### src/design/cei_defines.vh
// register offsets, field positions and reset values for the counter irq block
`ifndef CEI_DEFINES_VH
`define CEI_DEFINES_VH
`define CEI_NUM_INST 6
`define CEI_OFF_MASK 12'h000
`define CEI_OFF_CFG 12'h004
`define CEI_OFF_STAT 12'h008
`define CEI_OFF_LOST 12'h00c
`define CEI_OFF_IRQ_STAT 12'h010
`define CEI_OFF_IRQ_CLR 12'h014
`define CEI_OFF_IRQ_EN 12'h018
`define CEI_OFF_SEL 12'h01c
`define CEI_MASK_HP 0
`define CEI_MASK_LP 1
`define CEI_MASK_OV 2
`define CEI_MASK_UN 3
`define CEI_MASK_RESET 4'h0
`define CEI_MODE_LOW_MIN 4'h2
`define CEI_MODE_MAX 4'h9
`define CEI_IRQ_LOST 0
`define CEI_IRQ_START 1
`define CEI_STAT_EN_LSB 0
`define CEI_STAT_EX_LSB 8
`define CEI_STAT_PE_LSB 16
`endif

### src/design/cei_ctrl.v
// counter event interrupt controller with apb registers
`timescale 1ns/10ps
// Function
// - on a fire, start the handler routine chosen at configuration
// - arm the interrupt on each entry into run mode if autostart set
// - autostart comes from the loaded program image, not software writes
// - overflow mask zero blocks the handler on overflow
// - underflow mask zero blocks the handler; mask used in modes 2 to 9
// - high preset mask zero blocks the handler on high preset
// - low preset mask zero blocks the handler; mask used in modes 2 to 9
// - event masks retained over power loss, set by software or restored from retained storage
// - read-only status bit shows whether the interrupt is enabled
// - executing flag set when handler servicing begins, any of four events
// - overflow counts upward through limit, underflow downward through limit
// - executing flag cleared when handler servicing completes
// - pending flag set when trigger cannot be serviced, cleared when taken
// - one active and one pending; a further trigger sets the lost flag
// - lost flag set only by hardware and sticky; software reads or clears it
// - up to six independent instances with own mask and status bits
`include "cei_defines.vh"
module cei_ctrl #(
  parameter NUM_INST = `CEI_NUM_INST
)(
  input wire clock_i,
  input wire resetn_i,
  input wire psel_i,
  input wire penable_i,
  input wire pwrite_i,
  input wire [11:0] paddr_i,
  input wire [31:0] pwdata_i,
  output reg [31:0] prdata_o,
  output reg pready_o,
  output reg pslverr_o,
  input wire [NUM_INST-1:0] hp_reached_i,
  input wire [NUM_INST-1:0] lp_reached_i,
  input wire [NUM_INST-1:0] overflow_i,
  input wire [NUM_INST-1:0] underflow_i,
  input wire [4*NUM_INST-1:0] counter_mode_i,
  input wire [NUM_INST-1:0] autostart_bit_i,
  input wire [4*NUM_INST-1:0] mask_restore_i,
  input wire mask_restore_valid_i,
  input wire run_mode_i,
  input wire [NUM_INST-1:0] handler_done_i,
  output reg [NUM_INST-1:0] handler_start_o,
  output reg [3*NUM_INST-1:0] handler_id_o,
  output reg [4*NUM_INST-1:0] mask_retain_o,
  output reg irq_o
);

  // ------------------------------------------------------------
  // reset release and pin synchronisers
  // ------------------------------------------------------------
  reg rst_meta_reg;
  reg rst_sync_reg;
  always @(posedge clock_i or negedge resetn_i)
  begin
    if (!resetn_i)
    begin
      rst_meta_reg <= 1'b0;
      rst_sync_reg <= 1'b0;
    end
    else
    begin
      rst_meta_reg <= 1'b1;
      rst_sync_reg <= rst_meta_reg;
    end
  end
  wire rstn = rst_sync_reg;

  localparam EW = 6 * NUM_INST + 1;
  wire [EW-1:0] ev_raw = {handler_done_i, autostart_bit_i, underflow_i,
                          overflow_i, lp_reached_i, hp_reached_i, run_mode_i};
  reg [EW-1:0] ev_meta_reg;
  reg [EW-1:0] ev_sync_reg;
  reg [EW-1:0] ev_prev_reg;
  always @(posedge clock_i or negedge rstn)
  begin
    if (!rstn)
    begin
      ev_meta_reg <= {EW{1'b0}};
      ev_sync_reg <= {EW{1'b0}};
      ev_prev_reg <= {EW{1'b0}};
    end
    else
    begin
      ev_meta_reg <= ev_raw;
      ev_sync_reg <= ev_meta_reg;
      ev_prev_reg <= ev_sync_reg;
    end
  end
  // events are edges of synchronised levels
  wire [EW-1:0] ev_rise = ev_sync_reg & ~ev_prev_reg;
  wire run_rise = ev_rise[0];
  wire [NUM_INST-1:0] hp_ev = ev_rise[NUM_INST:1];
  wire [NUM_INST-1:0] lp_ev = ev_rise[2*NUM_INST:NUM_INST+1];
  wire [NUM_INST-1:0] ov_ev = ev_rise[3*NUM_INST:2*NUM_INST+1];
  wire [NUM_INST-1:0] un_ev = ev_rise[4*NUM_INST:3*NUM_INST+1];
  wire [NUM_INST-1:0] as_lvl = ev_sync_reg[5*NUM_INST:4*NUM_INST+1];
  wire [NUM_INST-1:0] done_ev = ev_rise[6*NUM_INST:5*NUM_INST+1];

  reg [4*NUM_INST-1:0] mode_meta_reg;
  reg [4*NUM_INST-1:0] mode_sync_reg;
  reg [4*NUM_INST-1:0] rest_meta_reg;
  reg [4*NUM_INST-1:0] rest_sync_reg;
  reg rv_meta_reg;
  reg rv_sync_reg;
  reg rv_prev_reg;
  always @(posedge clock_i or negedge rstn)
  begin
    if (!rstn)
    begin
      mode_meta_reg <= {4*NUM_INST{1'b0}};
      mode_sync_reg <= {4*NUM_INST{1'b0}};
      rest_meta_reg <= {4*NUM_INST{1'b0}};
      rest_sync_reg <= {4*NUM_INST{1'b0}};
      rv_meta_reg <= 1'b0;
      rv_sync_reg <= 1'b0;
      rv_prev_reg <= 1'b0;
    end
    // data and strobe share one sync depth: data must settle first
    else
    begin
      mode_meta_reg <= counter_mode_i;
      mode_sync_reg <= mode_meta_reg;
      rest_meta_reg <= mask_restore_i;
      rest_sync_reg <= rest_meta_reg;
      rv_meta_reg <= mask_restore_valid_i;
      rv_sync_reg <= rv_meta_reg;
      rv_prev_reg <= rv_sync_reg;
    end
  end
  wire restore_ev = rv_sync_reg & ~rv_prev_reg;

  // ------------------------------------------------------------
  // apb register access
  // ------------------------------------------------------------
  localparam RS_MASK = 0;
  localparam RS_CFG = 1;
  localparam RS_STAT = 2;
  localparam RS_LOST = 3;
  localparam RS_IRQ_STAT = 4;
  localparam RS_IRQ_CLR = 5;
  localparam RS_IRQ_EN = 6;
  localparam RS_SEL = 7;

  // one-hot register select, shared by write strobes and read mux
  function [7:0] addr_sel;
    input [11:0] a;
    begin
      addr_sel = 8'h00;
      if (a == `CEI_OFF_MASK)
        addr_sel[RS_MASK] = 1'b1;
      else if (a == `CEI_OFF_CFG)
        addr_sel[RS_CFG] = 1'b1;
      else if (a == `CEI_OFF_STAT)
        addr_sel[RS_STAT] = 1'b1;
      else if (a == `CEI_OFF_LOST)
        addr_sel[RS_LOST] = 1'b1;
      else if (a == `CEI_OFF_IRQ_STAT)
        addr_sel[RS_IRQ_STAT] = 1'b1;
      else if (a == `CEI_OFF_IRQ_CLR)
        addr_sel[RS_IRQ_CLR] = 1'b1;
      else if (a == `CEI_OFF_IRQ_EN)
        addr_sel[RS_IRQ_EN] = 1'b1;
      else if (a == `CEI_OFF_SEL)
        addr_sel[RS_SEL] = 1'b1;
    end
  endfunction

  // an unmapped address selects nothing and answers with an error
  wire [7:0] rsel = addr_sel(paddr_i);
  wire acc = psel_i & penable_i & pready_o;
  wire wr = acc & pwrite_i;
  wire wr_mask = wr & rsel[RS_MASK];
  wire wr_lost = wr & rsel[RS_LOST];
  wire wr_iclr = wr & rsel[RS_IRQ_CLR];
  wire wr_ien = wr & rsel[RS_IRQ_EN];
  wire wr_sel = wr & rsel[RS_SEL];

  reg [4*NUM_INST-1:0] mask_reg;
  reg [NUM_INST-1:0] enabled_reg;
  wire [NUM_INST-1:0] exec_flag;
  wire [NUM_INST-1:0] pend_flag;
  // service slot: idle, handler running, running with one queued
  localparam SLOT_IDLE = 3'b001;
  localparam SLOT_BUSY = 3'b010;
  localparam SLOT_QUEUED = 3'b100;
  reg [NUM_INST-1:0] lost_reg;
  reg [1:0] irq_stat_reg;
  reg [1:0] irq_en_reg;
  reg [3*NUM_INST-1:0] sel_reg;
  reg [NUM_INST-1:0] start_pulse;
  reg [NUM_INST-1:0] lost_set;

  // mode window in which the low side masks take effect
  function low_mode_ok;
    input [3:0] m;
    begin
      low_mode_ok = (m >= `CEI_MODE_LOW_MIN) && (m <= `CEI_MODE_MAX);
    end
  endfunction

  // ------------------------------------------------------------
  // per instance servicing slots
  // ------------------------------------------------------------
  genvar g;
  generate
    for (g = 0; g < NUM_INST; g = g + 1)
    begin : g_inst
      wire [3:0] mk = mask_reg[4*g+3:4*g];
      wire low_ok = low_mode_ok(mode_sync_reg[4*g+3:4*g]);
      // events arrive already classified by direction of travel
      wire trig = enabled_reg[g] & (
        (hp_ev[g] & mk[`CEI_MASK_HP]) |
        (ov_ev[g] & mk[`CEI_MASK_OV]) |
        (low_ok & lp_ev[g] & mk[`CEI_MASK_LP]) |
        (low_ok & un_ev[g] & mk[`CEI_MASK_UN]));
      wire done = done_ev[g];
      reg [2:0] slot_reg;
      assign exec_flag[g] = slot_reg[2] | slot_reg[1];
      assign pend_flag[g] = slot_reg[2];
      always @(posedge clock_i or negedge rstn)
      begin
        if (!rstn)
        begin
          enabled_reg[g] <= 1'b0;
          slot_reg <= SLOT_IDLE;
          lost_reg[g] <= 1'b0;
          start_pulse[g] <= 1'b0;
          lost_set[g] <= 1'b0;
        end
        else
        begin
          // autostart level is image-loaded, never software written
          if (run_rise & as_lvl[g])
            enabled_reg[g] <= 1'b1;
          else if (!ev_sync_reg[0])
            enabled_reg[g] <= 1'b0;
          start_pulse[g] <= 1'b0;
          lost_set[g] <= 1'b0;
          case (slot_reg)
            SLOT_IDLE:
            begin
              if (trig)
              begin
                slot_reg <= SLOT_BUSY;
                start_pulse[g] <= 1'b1;
              end
            end
            SLOT_BUSY:
            begin
              // a trigger landing on completion restarts at once
              if (done & trig)
                start_pulse[g] <= 1'b1;
              else if (done)
                slot_reg <= SLOT_IDLE;
              else if (trig)
                slot_reg <= SLOT_QUEUED;
            end
            SLOT_QUEUED:
            begin
              if (done)
              begin
                start_pulse[g] <= 1'b1;
                if (!trig)
                  slot_reg <= SLOT_BUSY;
              end
              else if (trig)
                lost_set[g] <= 1'b1;
            end
            default:
              slot_reg <= SLOT_IDLE;
          endcase
          // hardware set beats a software clear in the same cycle
          if (trig & ~done & slot_reg[2])
            lost_reg[g] <= 1'b1;
          else if (wr_lost & pwdata_i[g])
            lost_reg[g] <= 1'b0;
        end
      end
    end
  endgenerate

  // ------------------------------------------------------------
  // masks, selection, interrupt status
  // ------------------------------------------------------------
  always @(posedge clock_i or negedge rstn)
  begin
    if (!rstn)
    begin
      mask_reg <= {NUM_INST{`CEI_MASK_RESET}};
      sel_reg <= {3*NUM_INST{1'b0}};
      irq_stat_reg <= 2'h0;
      irq_en_reg <= 2'h0;
    end
    else
    begin
      // masks restored from retained storage after power-up
      if (restore_ev)
        mask_reg <= rest_sync_reg;
      else if (wr_mask)
        mask_reg <= pwdata_i[4*NUM_INST-1:0];
      if (wr_sel)
        sel_reg <= pwdata_i[3*NUM_INST-1:0];
      if (wr_ien)
        irq_en_reg <= pwdata_i[1:0];
      irq_stat_reg[`CEI_IRQ_LOST] <= (|lost_set) |
        (irq_stat_reg[`CEI_IRQ_LOST] & ~(wr_iclr & pwdata_i[`CEI_IRQ_LOST]));
      irq_stat_reg[`CEI_IRQ_START] <= (|start_pulse) |
        (irq_stat_reg[`CEI_IRQ_START] &
         ~(wr_iclr & pwdata_i[`CEI_IRQ_START]));
    end
  end

  // ------------------------------------------------------------
  // registered outputs and read mux
  // ------------------------------------------------------------
  reg [31:0] rd_next;
  reg err_next;
  always @*
  begin
    rd_next = 32'h0;
    err_next = 1'b0;
    if (rsel[RS_MASK])
      rd_next[4*NUM_INST-1:0] = mask_reg;
    else if (rsel[RS_CFG])
      rd_next[NUM_INST-1:0] = as_lvl;
    else if (rsel[RS_STAT])
    begin
      rd_next[`CEI_STAT_EN_LSB +: NUM_INST] = enabled_reg;
      rd_next[`CEI_STAT_EX_LSB +: NUM_INST] = exec_flag;
      rd_next[`CEI_STAT_PE_LSB +: NUM_INST] = pend_flag;
    end
    else if (rsel[RS_LOST])
      rd_next[NUM_INST-1:0] = lost_reg;
    else if (rsel[RS_IRQ_STAT])
      rd_next[1:0] = irq_stat_reg;
    else if (rsel[RS_IRQ_CLR])
      rd_next = 32'h0;
    else if (rsel[RS_IRQ_EN])
      rd_next[1:0] = irq_en_reg;
    else if (rsel[RS_SEL])
      rd_next[3*NUM_INST-1:0] = sel_reg;
    else
      err_next = 1'b1;
  end

  always @(posedge clock_i or negedge rstn)
  begin
    if (!rstn)
    begin
      prdata_o <= 32'h0;
      pready_o <= 1'b0;
      pslverr_o <= 1'b0;
      handler_start_o <= {NUM_INST{1'b0}};
      handler_id_o <= {3*NUM_INST{1'b0}};
      mask_retain_o <= {NUM_INST{`CEI_MASK_RESET}};
      irq_o <= 1'b0;
    end
    else
    begin
      // one wait state: ready is high in the second access cycle
      pready_o <= psel_i & penable_i & ~pready_o;
      if (psel_i & penable_i & ~pready_o)
      begin
        prdata_o <= pwrite_i ? 32'h0 : rd_next;
        pslverr_o <= err_next;
      end
      else
        pslverr_o <= 1'b0;
      handler_start_o <= start_pulse;
      handler_id_o <= sel_reg;
      mask_retain_o <= mask_reg;
      irq_o <= |(irq_stat_reg & irq_en_reg);
    end
  end
endmodule // cei_ctrl

### config.mk
export PLATFORM = sky130hd
export DESIGN_NAME = cei_ctrl
export DESIGN_NICKNAME = d
export VERILOG_FILES = /design/src/design/cei_ctrl.v
export VERILOG_INCLUDE_DIRS = /design/src /design/src/design
export SDC_FILE = /design/constraint.sdc
export NUM_CORES = 1
export LEC_CHECK = 0
export ABC_AREA = 1
export BUFFER_PORTS_ARGS = -buffer_cell sky130_fd_sc_hd__buf_2
export CORE_MARGIN = 2
export CORE_UTILIZATION = 37
export DETAILED_ROUTE_END_ITERATION = 8
export GPL_ROUTABILITY_DRIVEN = 0
export REMOVE_ABC_BUFFERS = 1
export SYNTH_ARGS = -nofsm -noshare
export SYNTH_HDL_FRONTEND = slang
export SYNTH_SLANG_ARGS = --single-unit
### constraint.sdc
create_clock -name clock_i -period 9.9 [get_ports clock_i]
set_clock_uncertainty 0.05 [all_clocks]
set_input_delay 0.99 -clock clock_i [delete_from_list [all_inputs] [get_ports clock_i]]
set_output_delay 0.99 -clock clock_i [all_outputs]
set_load 0.01 [all_outputs]
==> impl_results.html, run 1 <==
<table>
<tr><th>Metric</th><th>Value</th></tr>
<tr><th colspan="2">Outcome</th></tr>
<tr><td>Outcome</td><td>complete, no violations</td></tr>
<tr><th colspan="2">Clocking</th></tr>
<tr><td>Number of hold buffers added after CTS</td><td>0</td></tr>
<tr><td>Number of levels in the clock H-tree</td><td>2</td></tr>
<tr><td>Number of instances resized during post-cts repair</td><td>0</td></tr>
<tr><td>Clock slew seen by the registers of the worst setup and hold paths</td><td>0.06 ns</td></tr>
<tr><td>CTS buffer count</td><td>39</td></tr>
<tr><td>Max clock buf depth</td><td>3</td></tr>
<tr><td>Clk sink count</td><td>357</td></tr>
<tr><td>Clock tree from TritonCTS</td><td>built</td></tr>
<tr><td>Number of setup buffers added after CTS</td><td>0</td></tr>
<tr><td>Worst skew pair latency</td><td>0.52 ns</td></tr>
<tr><td>Clock Root Buffer</td><td>sky130_fd_sc_hd__clkbuf_16</td></tr>
<tr><th colspan="2">STA</th></tr>
<tr><td>Max Fclk</td><td>0.289 GHz</td></tr>
<tr><td>Slew Limit Headroom</td><td>0.317</td></tr>
<tr><td>Endpoints failing hold</td><td>0</td></tr>
<tr><td>Part of the cycle the worst path needs</td><td>0.350</td></tr>
<tr><td>Endpoints failing setup</td><td>0</td></tr>
<tr><td>Final Slew Violations</td><td>0</td></tr>
<tr><td>Min Clock Period, post-route</td><td>3.46 ns</td></tr>
<tr><td>Setup repair after global routing missed its margin</td><td>no</td></tr>
<tr><td>Smallest hold slack</td><td>0.211 ns</td></tr>
<tr><td>Slew at the pin closest to its max-slew limit</td><td>1.02 ns</td></tr>
<tr><th colspan="2">Power</th></tr>
<tr><td>Share of total power in combinational logic</td><td>0.117</td></tr>
<tr><td>Design internal power</td><td>2.56 mW</td></tr>
<tr><td>PnR Total Power</td><td>3.44 mW</td></tr>
<tr><td>Share of total power in the clock network</td><td>0.406</td></tr>
<tr><td>Total power per unit cell area</td><td>228 nW/um2</td></tr>
<tr><td>Cell leakage power</td><td>7.56 nW</td></tr>
<tr><td>Worst IR drop on VDD</td><td>0.150 mV</td></tr>
<tr><td>Share of total power consumed by net switching</td><td>0.258</td></tr>
<tr><td>Part of the total power dissipated in sequential elements</td><td>0.477</td></tr>
<tr><td>Switching Power</td><td>0.889 mW</td></tr>
<tr><th colspan="2">Finish</th></tr>
<tr><td>Post-route insts no fill</td><td>1805</td></tr>
<tr><td>Area Overhead vs Synth</td><td>21.4%</td></tr>
<tr><td>Ratio of cells with drive above 1 in the final layout</td><td>0.214</td></tr>
<tr><td>Net count reported at finish</td><td>1464</td></tr>
<tr><td>Share of the core filled with cells</td><td>0.453</td></tr>
<tr><th colspan="2">Routing</th></tr>
<tr><td>Number of remaining DRC errors</td><td>0</td></tr>
<tr><td>Mean routed wirelength per cell</td><td>16.3 um</td></tr>
<tr><td>DR pass1 iterations</td><td>5</td></tr>
<tr><td>Via count</td><td>8289</td></tr>
<tr><td>Total wirelength of the detailed-routed design</td><td>29500 um</td></tr>
<tr><td>Iter 0 DRT Violations</td><td>512</td></tr>
<tr><td>Vias per cell</td><td>4.59</td></tr>
<tr><td>Antenna-violating nets left</td><td>0</td></tr>
<tr><th colspan="2">GRT</th></tr>
<tr><td>Largest net degree at the start of global routing</td><td>187</td></tr>
<tr><td>Via count of the first global-routing pass</td><td>8240</td></tr>
<tr><td>Total routing resource utilization after global routing</td><td>0.170</td></tr>
<tr><td>Antenna violations before repair</td><td>5</td></tr>
<tr><td>First-pass GRT wire length</td><td>45900 um</td></tr>
<tr><td>Overflow after GRT</td><td>0</td></tr>
<tr><th colspan="2">Setup path</th></tr>
<tr><td>Data required time of the worst path</td><td>10.25 ns</td></tr>
<tr><td>Most prevalent standard cell on the critical path</td><td>sky130_fd_sc_hd__nand2_2</td></tr>
<tr><td>Critical-path maximum fanout</td><td>48</td></tr>
<tr><td>Crit path buf inv count</td><td>2</td></tr>
<tr><td>Register-to-register path setup slack</td><td>7.33 ns</td></tr>
<tr><td>Crit end category</td><td>flop</td></tr>
<tr><td>Crit path largest cell delay</td><td>0.76 ns</td></tr>
<tr><td>Worst EP arrival</td><td>3.81 ns</td></tr>
<tr><td>CP cell instances</td><td>buf_2 -&gt; nor2_1 -&gt; nand2_2 -&gt; nor2_4 -&gt; nand2_2 -&gt; inv_2 -&gt; nand2_1 -&gt; nand2_2 -&gt; o211ai_1 -&gt; o21ai_0</td></tr>
<tr><td>Kind of critical path</td><td>input pin to flop</td></tr>
<tr><td>Cell type of the slowest stage on the worst timing path</td><td>sky130_fd_sc_hd__nand2_2</td></tr>
<tr><td>Nature of the critical path startpoint</td><td>input pin</td></tr>
<tr><td>Top cell family by delay on the critical path</td><td>simple AND/OR/NAND/NOR gates</td></tr>
<tr><th colspan="2">Synthesis</th></tr>
<tr><td>Number of flip-flops and latches in the synthesized netlist</td><td>357</td></tr>
<tr><td>Cells after Synth</td><td>1113</td></tr>
<tr><td>Async SR Flop Fraction</td><td>1.00</td></tr>
<tr><td>Most used DFF post-synth</td><td>sky130_fd_sc_hd__dfrtp_1</td></tr>
<tr><td>Synth cell types</td><td>36</td></tr>
<tr><td>Synthesized area per cell</td><td>11.2 um2</td></tr>
<tr><td>Sequential cell area fraction in the yosys report</td><td>0.718</td></tr>
<tr><td>Synthesized cell area</td><td>12500 um2</td></tr>
<tr><td>Number of enable flip-flop cells after synthesis</td><td>0</td></tr>
<tr><td>Count of synthesis-stage warnings from yosys</td><td>0</td></tr>
<tr><th colspan="2">Floorplanning</th></tr>
<tr><td>Floorplan Core Area</td><td>33400 um2</td></tr>
<tr><td>DIE AREA</td><td>35100 um2</td></tr>
<tr><td># rows</td><td>67</td></tr>
<tr><td>Number of primary I/O pins</td><td>218</td></tr>
<tr><td>DIE HEIGHT</td><td>187 um</td></tr>
<tr><td>Initial core utilization</td><td>0.373</td></tr>
<tr><td>Die width</td><td>187 um</td></tr>
<tr><th colspan="2">Flow run</th></tr>
<tr><td># Max-Cap Violations</td><td>0</td></tr>
<tr><th colspan="2">Min path</th></tr>
<tr><td>Worst Hold Class</td><td>input pin to async pin</td></tr>
<tr><th colspan="2">Placed design</th></tr>
<tr><td>Placed cells</td><td>1736</td></tr>
<tr><td>Detailed placer's ending HPWL</td><td>20100 um</td></tr>
<tr><td>IO buf count</td><td>195</td></tr>
</table>
==> worst register-to-register path, cell delays in order (launching register included) <==
cell and delay (ns):
sky130_fd_sc_hd__dfrtp_1 0.32, sky130_fd_sc_hd__inv_1 0.29, sky130_fd_sc_hd__nand2_2 0.14, sky130_fd_sc_hd__buf_4 0.44, sky130_fd_sc_hd__nand2_2 0.72, sky130_fd_sc_hd__o211ai_1 0.31, sky130_fd_sc_hd__o21ai_0 0.12
==> stage by stage <==
stage / worst slack, ns / TNS (ns) / area [um2]
after floorplan: -0.826 / -288.29 / 12300
after global placement: 5.94 / 0 / 13900
after detailed placement: 5.91 / 0 / 13900
after CTS: 6.44 / 0 / 15100
after global routing: 6.17 / 0 / 15100
final: 6.44 / 0 / 15100
==> kinds of logic after synthesis <==
kind of cell,synth area share
AOI/OAI and AO/OA,0.0743
xor gates and xnor gates,0.00422
buffers and inverters,0.0560
DFF,0.718
muxes,0.00181
other,0.000603
and+or+nand+nor,0.145
==> power groups by stage <==
| stage | sequential [mW] | clock [mW] | combinational (mW) |
|---|---|---|---|
| after floorplan | 1.68 | 0 | 0.246 |
| after global placement | 1.66 | 0 | 0.387 |
| after detailed placement | 1.67 | 0 | 0.402 |
| after CTS | 1.64 | 1.44 | 0.404 |
| after global routing | 1.65 | 1.51 | 0.460 |
| final | 1.64 | 1.40 | 0.403 |
==> cells in the final DEF, fill, tap and decap left out, drive strengths merged, types with 6 or more instances in the layout <==
cell,Yosys,routed
a21oi,8,8
a31oi,14,14
buf,23,201
clkbuf,10,51
clkinv,1,11
conb,2,9
dfrtp,351,351
dfstp,6,6
inv,127,129
nand2,235,235
nand3,70,70
nand3b,7,7
nor2,93,93
nor3,13,13
o211ai,15,15
o21ai,97,97
o22ai,11,11
o31ai,6,6
xnor2,6,6
==> synthesized netlist by cell type (7+ instances only) <==
master,n,area [um2]
sky130_fd_sc_hd__a31oi_1,14,87.6
sky130_fd_sc_hd__buf_2,7,35.0
sky130_fd_sc_hd__nand3_1,69,345
sky130_fd_sc_hd__nor3_1,12,60.1
sky130_fd_sc_hd__nor2_1,88,330
sky130_fd_sc_hd__o21ai_1,19,95.1
sky130_fd_sc_hd__buf_4,10,75.1
sky130_fd_sc_hd__nand2_1,228,856
sky130_fd_sc_hd__a21oi_1,8,40.0
sky130_fd_sc_hd__nand3b_1,7,52.6
sky130_fd_sc_hd__clkbuf_1,10,37.5
sky130_fd_sc_hd__o211ai_1,15,113
sky130_fd_sc_hd__inv_1,125,469
sky130_fd_sc_hd__o21ai_0,78,390
sky130_fd_sc_hd__dfrtp_1,351,8780
sky130_fd_sc_hd__nand2_2,7,43.8
sky130_fd_sc_hd__o22ai_1,11,68.8
==> final cells by class <==
type,instances,area [um2]
fillers,3155,18300
flip-flops and latches,357,8940
multi-input cells,602,2840
clock buffers,51,1070
repair buffers,201,1030
well taps,448,561
inverters,128,482
clock inverters,17,176
diodes,1,2.50
==> routing by layer <==
layer	GRT usage	part of all wire
met1	0.230	0.44
met4	0.0639	0.033
met3	0.0422	0.070
met5	0	0.0019
met2	0.266	0.46
==> path summary, 6_finish.rpt <==
path / start / endpoint / cells past startpoint
max in group asynchronous: rst_sync_reg / ev_prev_reg[32] / 2
max: paddr_i[11] / mask_reg[7] / 10
min in group clock_i: rest_meta_reg[11] / rest_sync_reg[11] / 0
min reg2reg: rest_meta_reg[11] / rest_sync_reg[11] / 0
min: resetn_i / rst_sync_reg / 1
max reg2reg: rv_prev_reg / mask_reg[7] / 6
Note: power is estimated with default switching activity, not from simulation.
==> inputs of run 2 (changes only) <==
==> constraint.sdc (replaced) <==
create_clock -name clock_i -period 3.6 [get_ports clock_i]
set_clock_uncertainty 0.05 [all_clocks]
set_input_delay 0.36 -clock clock_i [delete_from_list [all_inputs] [get_ports clock_i]]
set_output_delay 0.36 -clock clock_i [all_outputs]
set_load 0.01 [all_outputs]
==> impl_results.html, run 2 (same netlist as run 1, synthesis figures left out) <==
<table>
<tr><th>Metric</th><th>Value</th></tr>
<tr><th colspan="2">GRT</th></tr>
<tr><td>Global routing met2 resource utilization</td><td>0.286</td></tr>
<tr><td>Via count of the first global-routing pass</td><td>8885</td></tr>
<tr><td>Overflow after GRT</td><td>0</td></tr>
<tr><td>Largest net degree at the start of global routing</td><td>71</td></tr>
<tr><td>Highest-utilization routing layer at the global route stage</td><td>met2</td></tr>
<tr><td>Global routing usage on met3</td><td>0.0441</td></tr>
<tr><td>First-pass GRT wire length</td><td>48300 um</td></tr>
<tr><td>Antenna violations before repair</td><td>2</td></tr>
<tr><td>Global Route met1 Usage</td><td>0.239</td></tr>
<tr><td>Total routing resource utilization after global routing</td><td>0.179</td></tr>
<tr><th colspan="2">Min path</th></tr>
<tr><td>Endpoint, Worst Hold</td><td>sel_reg[6]</td></tr>
<tr><td>Hold path startpoint</td><td>pwdata_i[6]</td></tr>
<tr><td>Worst Hold Class</td><td>input pin to flop</td></tr>
<tr><td>Worst Hold Path Cells</td><td>3</td></tr>
<tr><th colspan="2">Routing</th></tr>
<tr><td>DR pass1 iterations</td><td>5</td></tr>
<tr><td>Mean routed wirelength per cell</td><td>16.2 um</td></tr>
<tr><td>Number of remaining DRC errors</td><td>0</td></tr>
<tr><td>Antenna-violating nets left</td><td>0</td></tr>
<tr><td>Total wirelength of the detailed-routed design</td><td>30800 um</td></tr>
<tr><td>Vias per cell</td><td>4.66</td></tr>
<tr><td>Via count</td><td>8840</td></tr>
<tr><td>Iter 0 DRT Violations</td><td>713</td></tr>
<tr><th colspan="2">STA</th></tr>
<tr><td>Min Clock Period, post-route</td><td>2.17 ns</td></tr>
<tr><td>Final Slew Violations</td><td>0</td></tr>
<tr><td>Part of the cycle the worst path needs</td><td>0.602</td></tr>
<tr><td>Setup repair after global routing missed its margin</td><td>no</td></tr>
<tr><td>Endpoints failing hold</td><td>0</td></tr>
<tr><td>Endpoints failing setup</td><td>0</td></tr>
<tr><td>Slew Limit Headroom</td><td>0.341</td></tr>
<tr><td>Slew at the pin closest to its max-slew limit</td><td>0.988 ns</td></tr>
<tr><td>Max Fclk</td><td>0.461 GHz</td></tr>
<tr><td>Smallest hold slack</td><td>0.0347 ns</td></tr>
<tr><th colspan="2">Setup path</th></tr>
<tr><td>Reg2Reg Depth</td><td>8</td></tr>
<tr><td>Crit end category</td><td>flop</td></tr>
<tr><td>CP cell instances</td><td>nor2_1 -&gt; nand2_1 -&gt; inv_1 -&gt; buf_4 -&gt; o21ai_0 -&gt; inv_1 -&gt; nand2_1 -&gt; nand2_1</td></tr>
<tr><td>Most prevalent standard cell on the critical path</td><td>sky130_fd_sc_hd__nand2_1</td></tr>
<tr><td>Crit path buf inv count</td><td>3</td></tr>
<tr><td>Nature of the critical path startpoint</td><td>flop</td></tr>
<tr><td>Kind of critical path</td><td>flop to flop</td></tr>
<tr><td>Data required time of the worst path</td><td>4.02 ns</td></tr>
<tr><td>Start of the worst register-to-register path</td><td>pready_o</td></tr>
<tr><td>Top cell family by delay on the critical path</td><td>buffers and inverters</td></tr>
<tr><td>Worst EP arrival</td><td>2.59 ns</td></tr>
<tr><td>Critical-path maximum fanout</td><td>12</td></tr>
<tr><td>Crit path largest cell delay</td><td>0.46 ns</td></tr>
<tr><td>Register-to-register path setup slack</td><td>1.43 ns</td></tr>
<tr><td>Cell type of the slowest stage on the worst timing path</td><td>sky130_fd_sc_hd__inv_1</td></tr>
<tr><td>Endpoint of the worst-slack reg-to-reg timing path</td><td>prdata_o[4]</td></tr>
<tr><th colspan="2">Finish</th></tr>
<tr><td>Most common library cell in the layout ignoring fill and taps</td><td>sky130_fd_sc_hd__dfrtp_1</td></tr>
<tr><td>Net count reported at finish</td><td>1557</td></tr>
<tr><td>Share of the core filled with cells</td><td>0.485</td></tr>
<tr><td>Post-route insts no fill</td><td>1899</td></tr>
<tr><td>Final design instance area without fill</td><td>16200 um2</td></tr>
<tr><td>Fill cell count</td><td>3060</td></tr>
<tr><td>Area Overhead vs Synth</td><td>29.9%</td></tr>
<tr><td>Ratio of cells with drive above 1 in the final layout</td><td>0.210</td></tr>
<tr><td>Most used cells in the layout excluding fill and tap cells</td><td>sky130_fd_sc_hd__dfrtp_1, sky130_fd_sc_hd__nand2_1, sky130_fd_sc_hd__buf_2</td></tr>
<tr><th colspan="2">Floorplanning</th></tr>
<tr><td>Number of primary I/O pins</td><td>218</td></tr>
<tr><td>DIE HEIGHT</td><td>187 um</td></tr>
<tr><td>Die width</td><td>187 um</td></tr>
<tr><td>DIE AREA</td><td>35100 um2</td></tr>
<tr><td>Initial core utilization</td><td>0.373</td></tr>
<tr><td>Floorplan Core Area</td><td>33400 um2</td></tr>
<tr><td># rows</td><td>67</td></tr>
<tr><th colspan="2">Power</th></tr>
<tr><td>Worst IR drop on VDD</td><td>0.393 mV</td></tr>
<tr><td>Cell leakage power</td><td>8.02 nW</td></tr>
<tr><td>PnR Total Power</td><td>9.79 mW</td></tr>
<tr><td>Total power per unit cell area</td><td>605 nW/um2</td></tr>
<tr><th colspan="2">Placed design</th></tr>
<tr><td>Placed cells</td><td>1748</td></tr>
<tr><td>Detailed placer's ending HPWL</td><td>20900 um</td></tr>
<tr><td>Standard cell area after detailed placement</td><td>14000 um2</td></tr>
<tr><td>IO buf count</td><td>195</td></tr>
<tr><th colspan="2">Outcome</th></tr>
<tr><td>Outcome</td><td>complete, no violations</td></tr>
<tr><th colspan="2">Clocking</th></tr>
<tr><td>Clock tree from TritonCTS</td><td>built</td></tr>
<tr><td>Clock Root Buffer</td><td>sky130_fd_sc_hd__clkbuf_16</td></tr>
<tr><td>Max clock buf depth</td><td>3</td></tr>
<tr><td>Number of levels in the clock H-tree</td><td>2</td></tr>
<tr><td>Clk sink count</td><td>357</td></tr>
<tr><td>Clock slew seen by the registers of the worst setup and hold paths</td><td>0.06 ns</td></tr>
<tr><td>Worst skew pair latency</td><td>0.53 ns</td></tr>
<tr><td>CTS buffer count</td><td>39</td></tr>
<tr><td>Number of setup buffers added after CTS</td><td>0</td></tr>
<tr><td>Number of instances resized during post-cts repair</td><td>0</td></tr>
<tr><th colspan="2">Flow run</th></tr>
<tr><td># Max-Cap Violations</td><td>0</td></tr>
</table>
[run 2: cell count changes in the layout (fill, tap and decap cells not counted), sizes merged]
cell and delta:
clkinv -3, clkbuf +5, clkinvlp -1, buf +12, dlygate4sd3 +81
[run 2: what timing repair did]
item                                   CTS  global route
setup endpoints to repair                0             0
endpoints found under the hold margin   82             0
hold buffers                            81             0
[run 2: layout make-up]
| class | count | area, um2 | share of cell area |
|---|---|---|---|
| sequential | 357 | 8940 | 0.553 |
| multi-input combinational | 602 | 2840 | 0.176 |
| timing repair buffer | 294 | 2000 | 0.123 |
| clock buffer | 56 | 1170 | 0.0724 |
| tap | 448 | 561 | 0.0347 |
| inverter | 128 | 482 | 0.0298 |
| clock inverter | 13 | 169 | 0.0104 |
| antenna | 1 | 2.50 | 0.000155 |
[run 2: worst max-delay path by stage]
stage / from / to / slack (ns) / cells past startpoint
global placement: paddr_i[11] / mask_reg[8] / 1.11 / 11
floorplan: rst_sync_reg / enabled_reg[0] / -7.13 / 0
global route: pready_o / prdata_o[4] / 1.29 / 8
finish: pready_o / prdata_o[4] / 1.43 / 8
CTS: pready_o / prdata_o[4] / 1.43 / 8
detailed placement: paddr_i[9] / mask_reg[6] / 1.09 / 11
[run 2: metal layers]
layer,vias up,part of all wire
met2,325,0.47
met1,4283,0.43
li1,4167,-
met5,-,0
met3,65,0.074
met4,0,0.030
[run 2: power by group]
part	switching, mW	internal (mW)	total (mW)
Combinational	0.757	0.440	1.20
Clock	1.59	2.49	4.07
Sequential	0.174	4.34	4.52
Total	2.52	7.27	9.79
[run 2: stage by stage]
stage	setup slack, ns	setup TNS (ns)
5_1_grt	1.29	0
4_1_cts	1.43	0
2_1_floorplan	-7.13	-2511.77
3_3_place_gp	1.11	0
6_report	1.43	0
3_5_place_dp	1.09	0
[run 2: tightest hold or removal path: stages]
cell                      delay (ns)
sky130_fd_sc_hd__buf_2          0.10
sky130_fd_sc_hd__inv_1          0.06
sky130_fd_sc_hd__o21ai_1        0.06
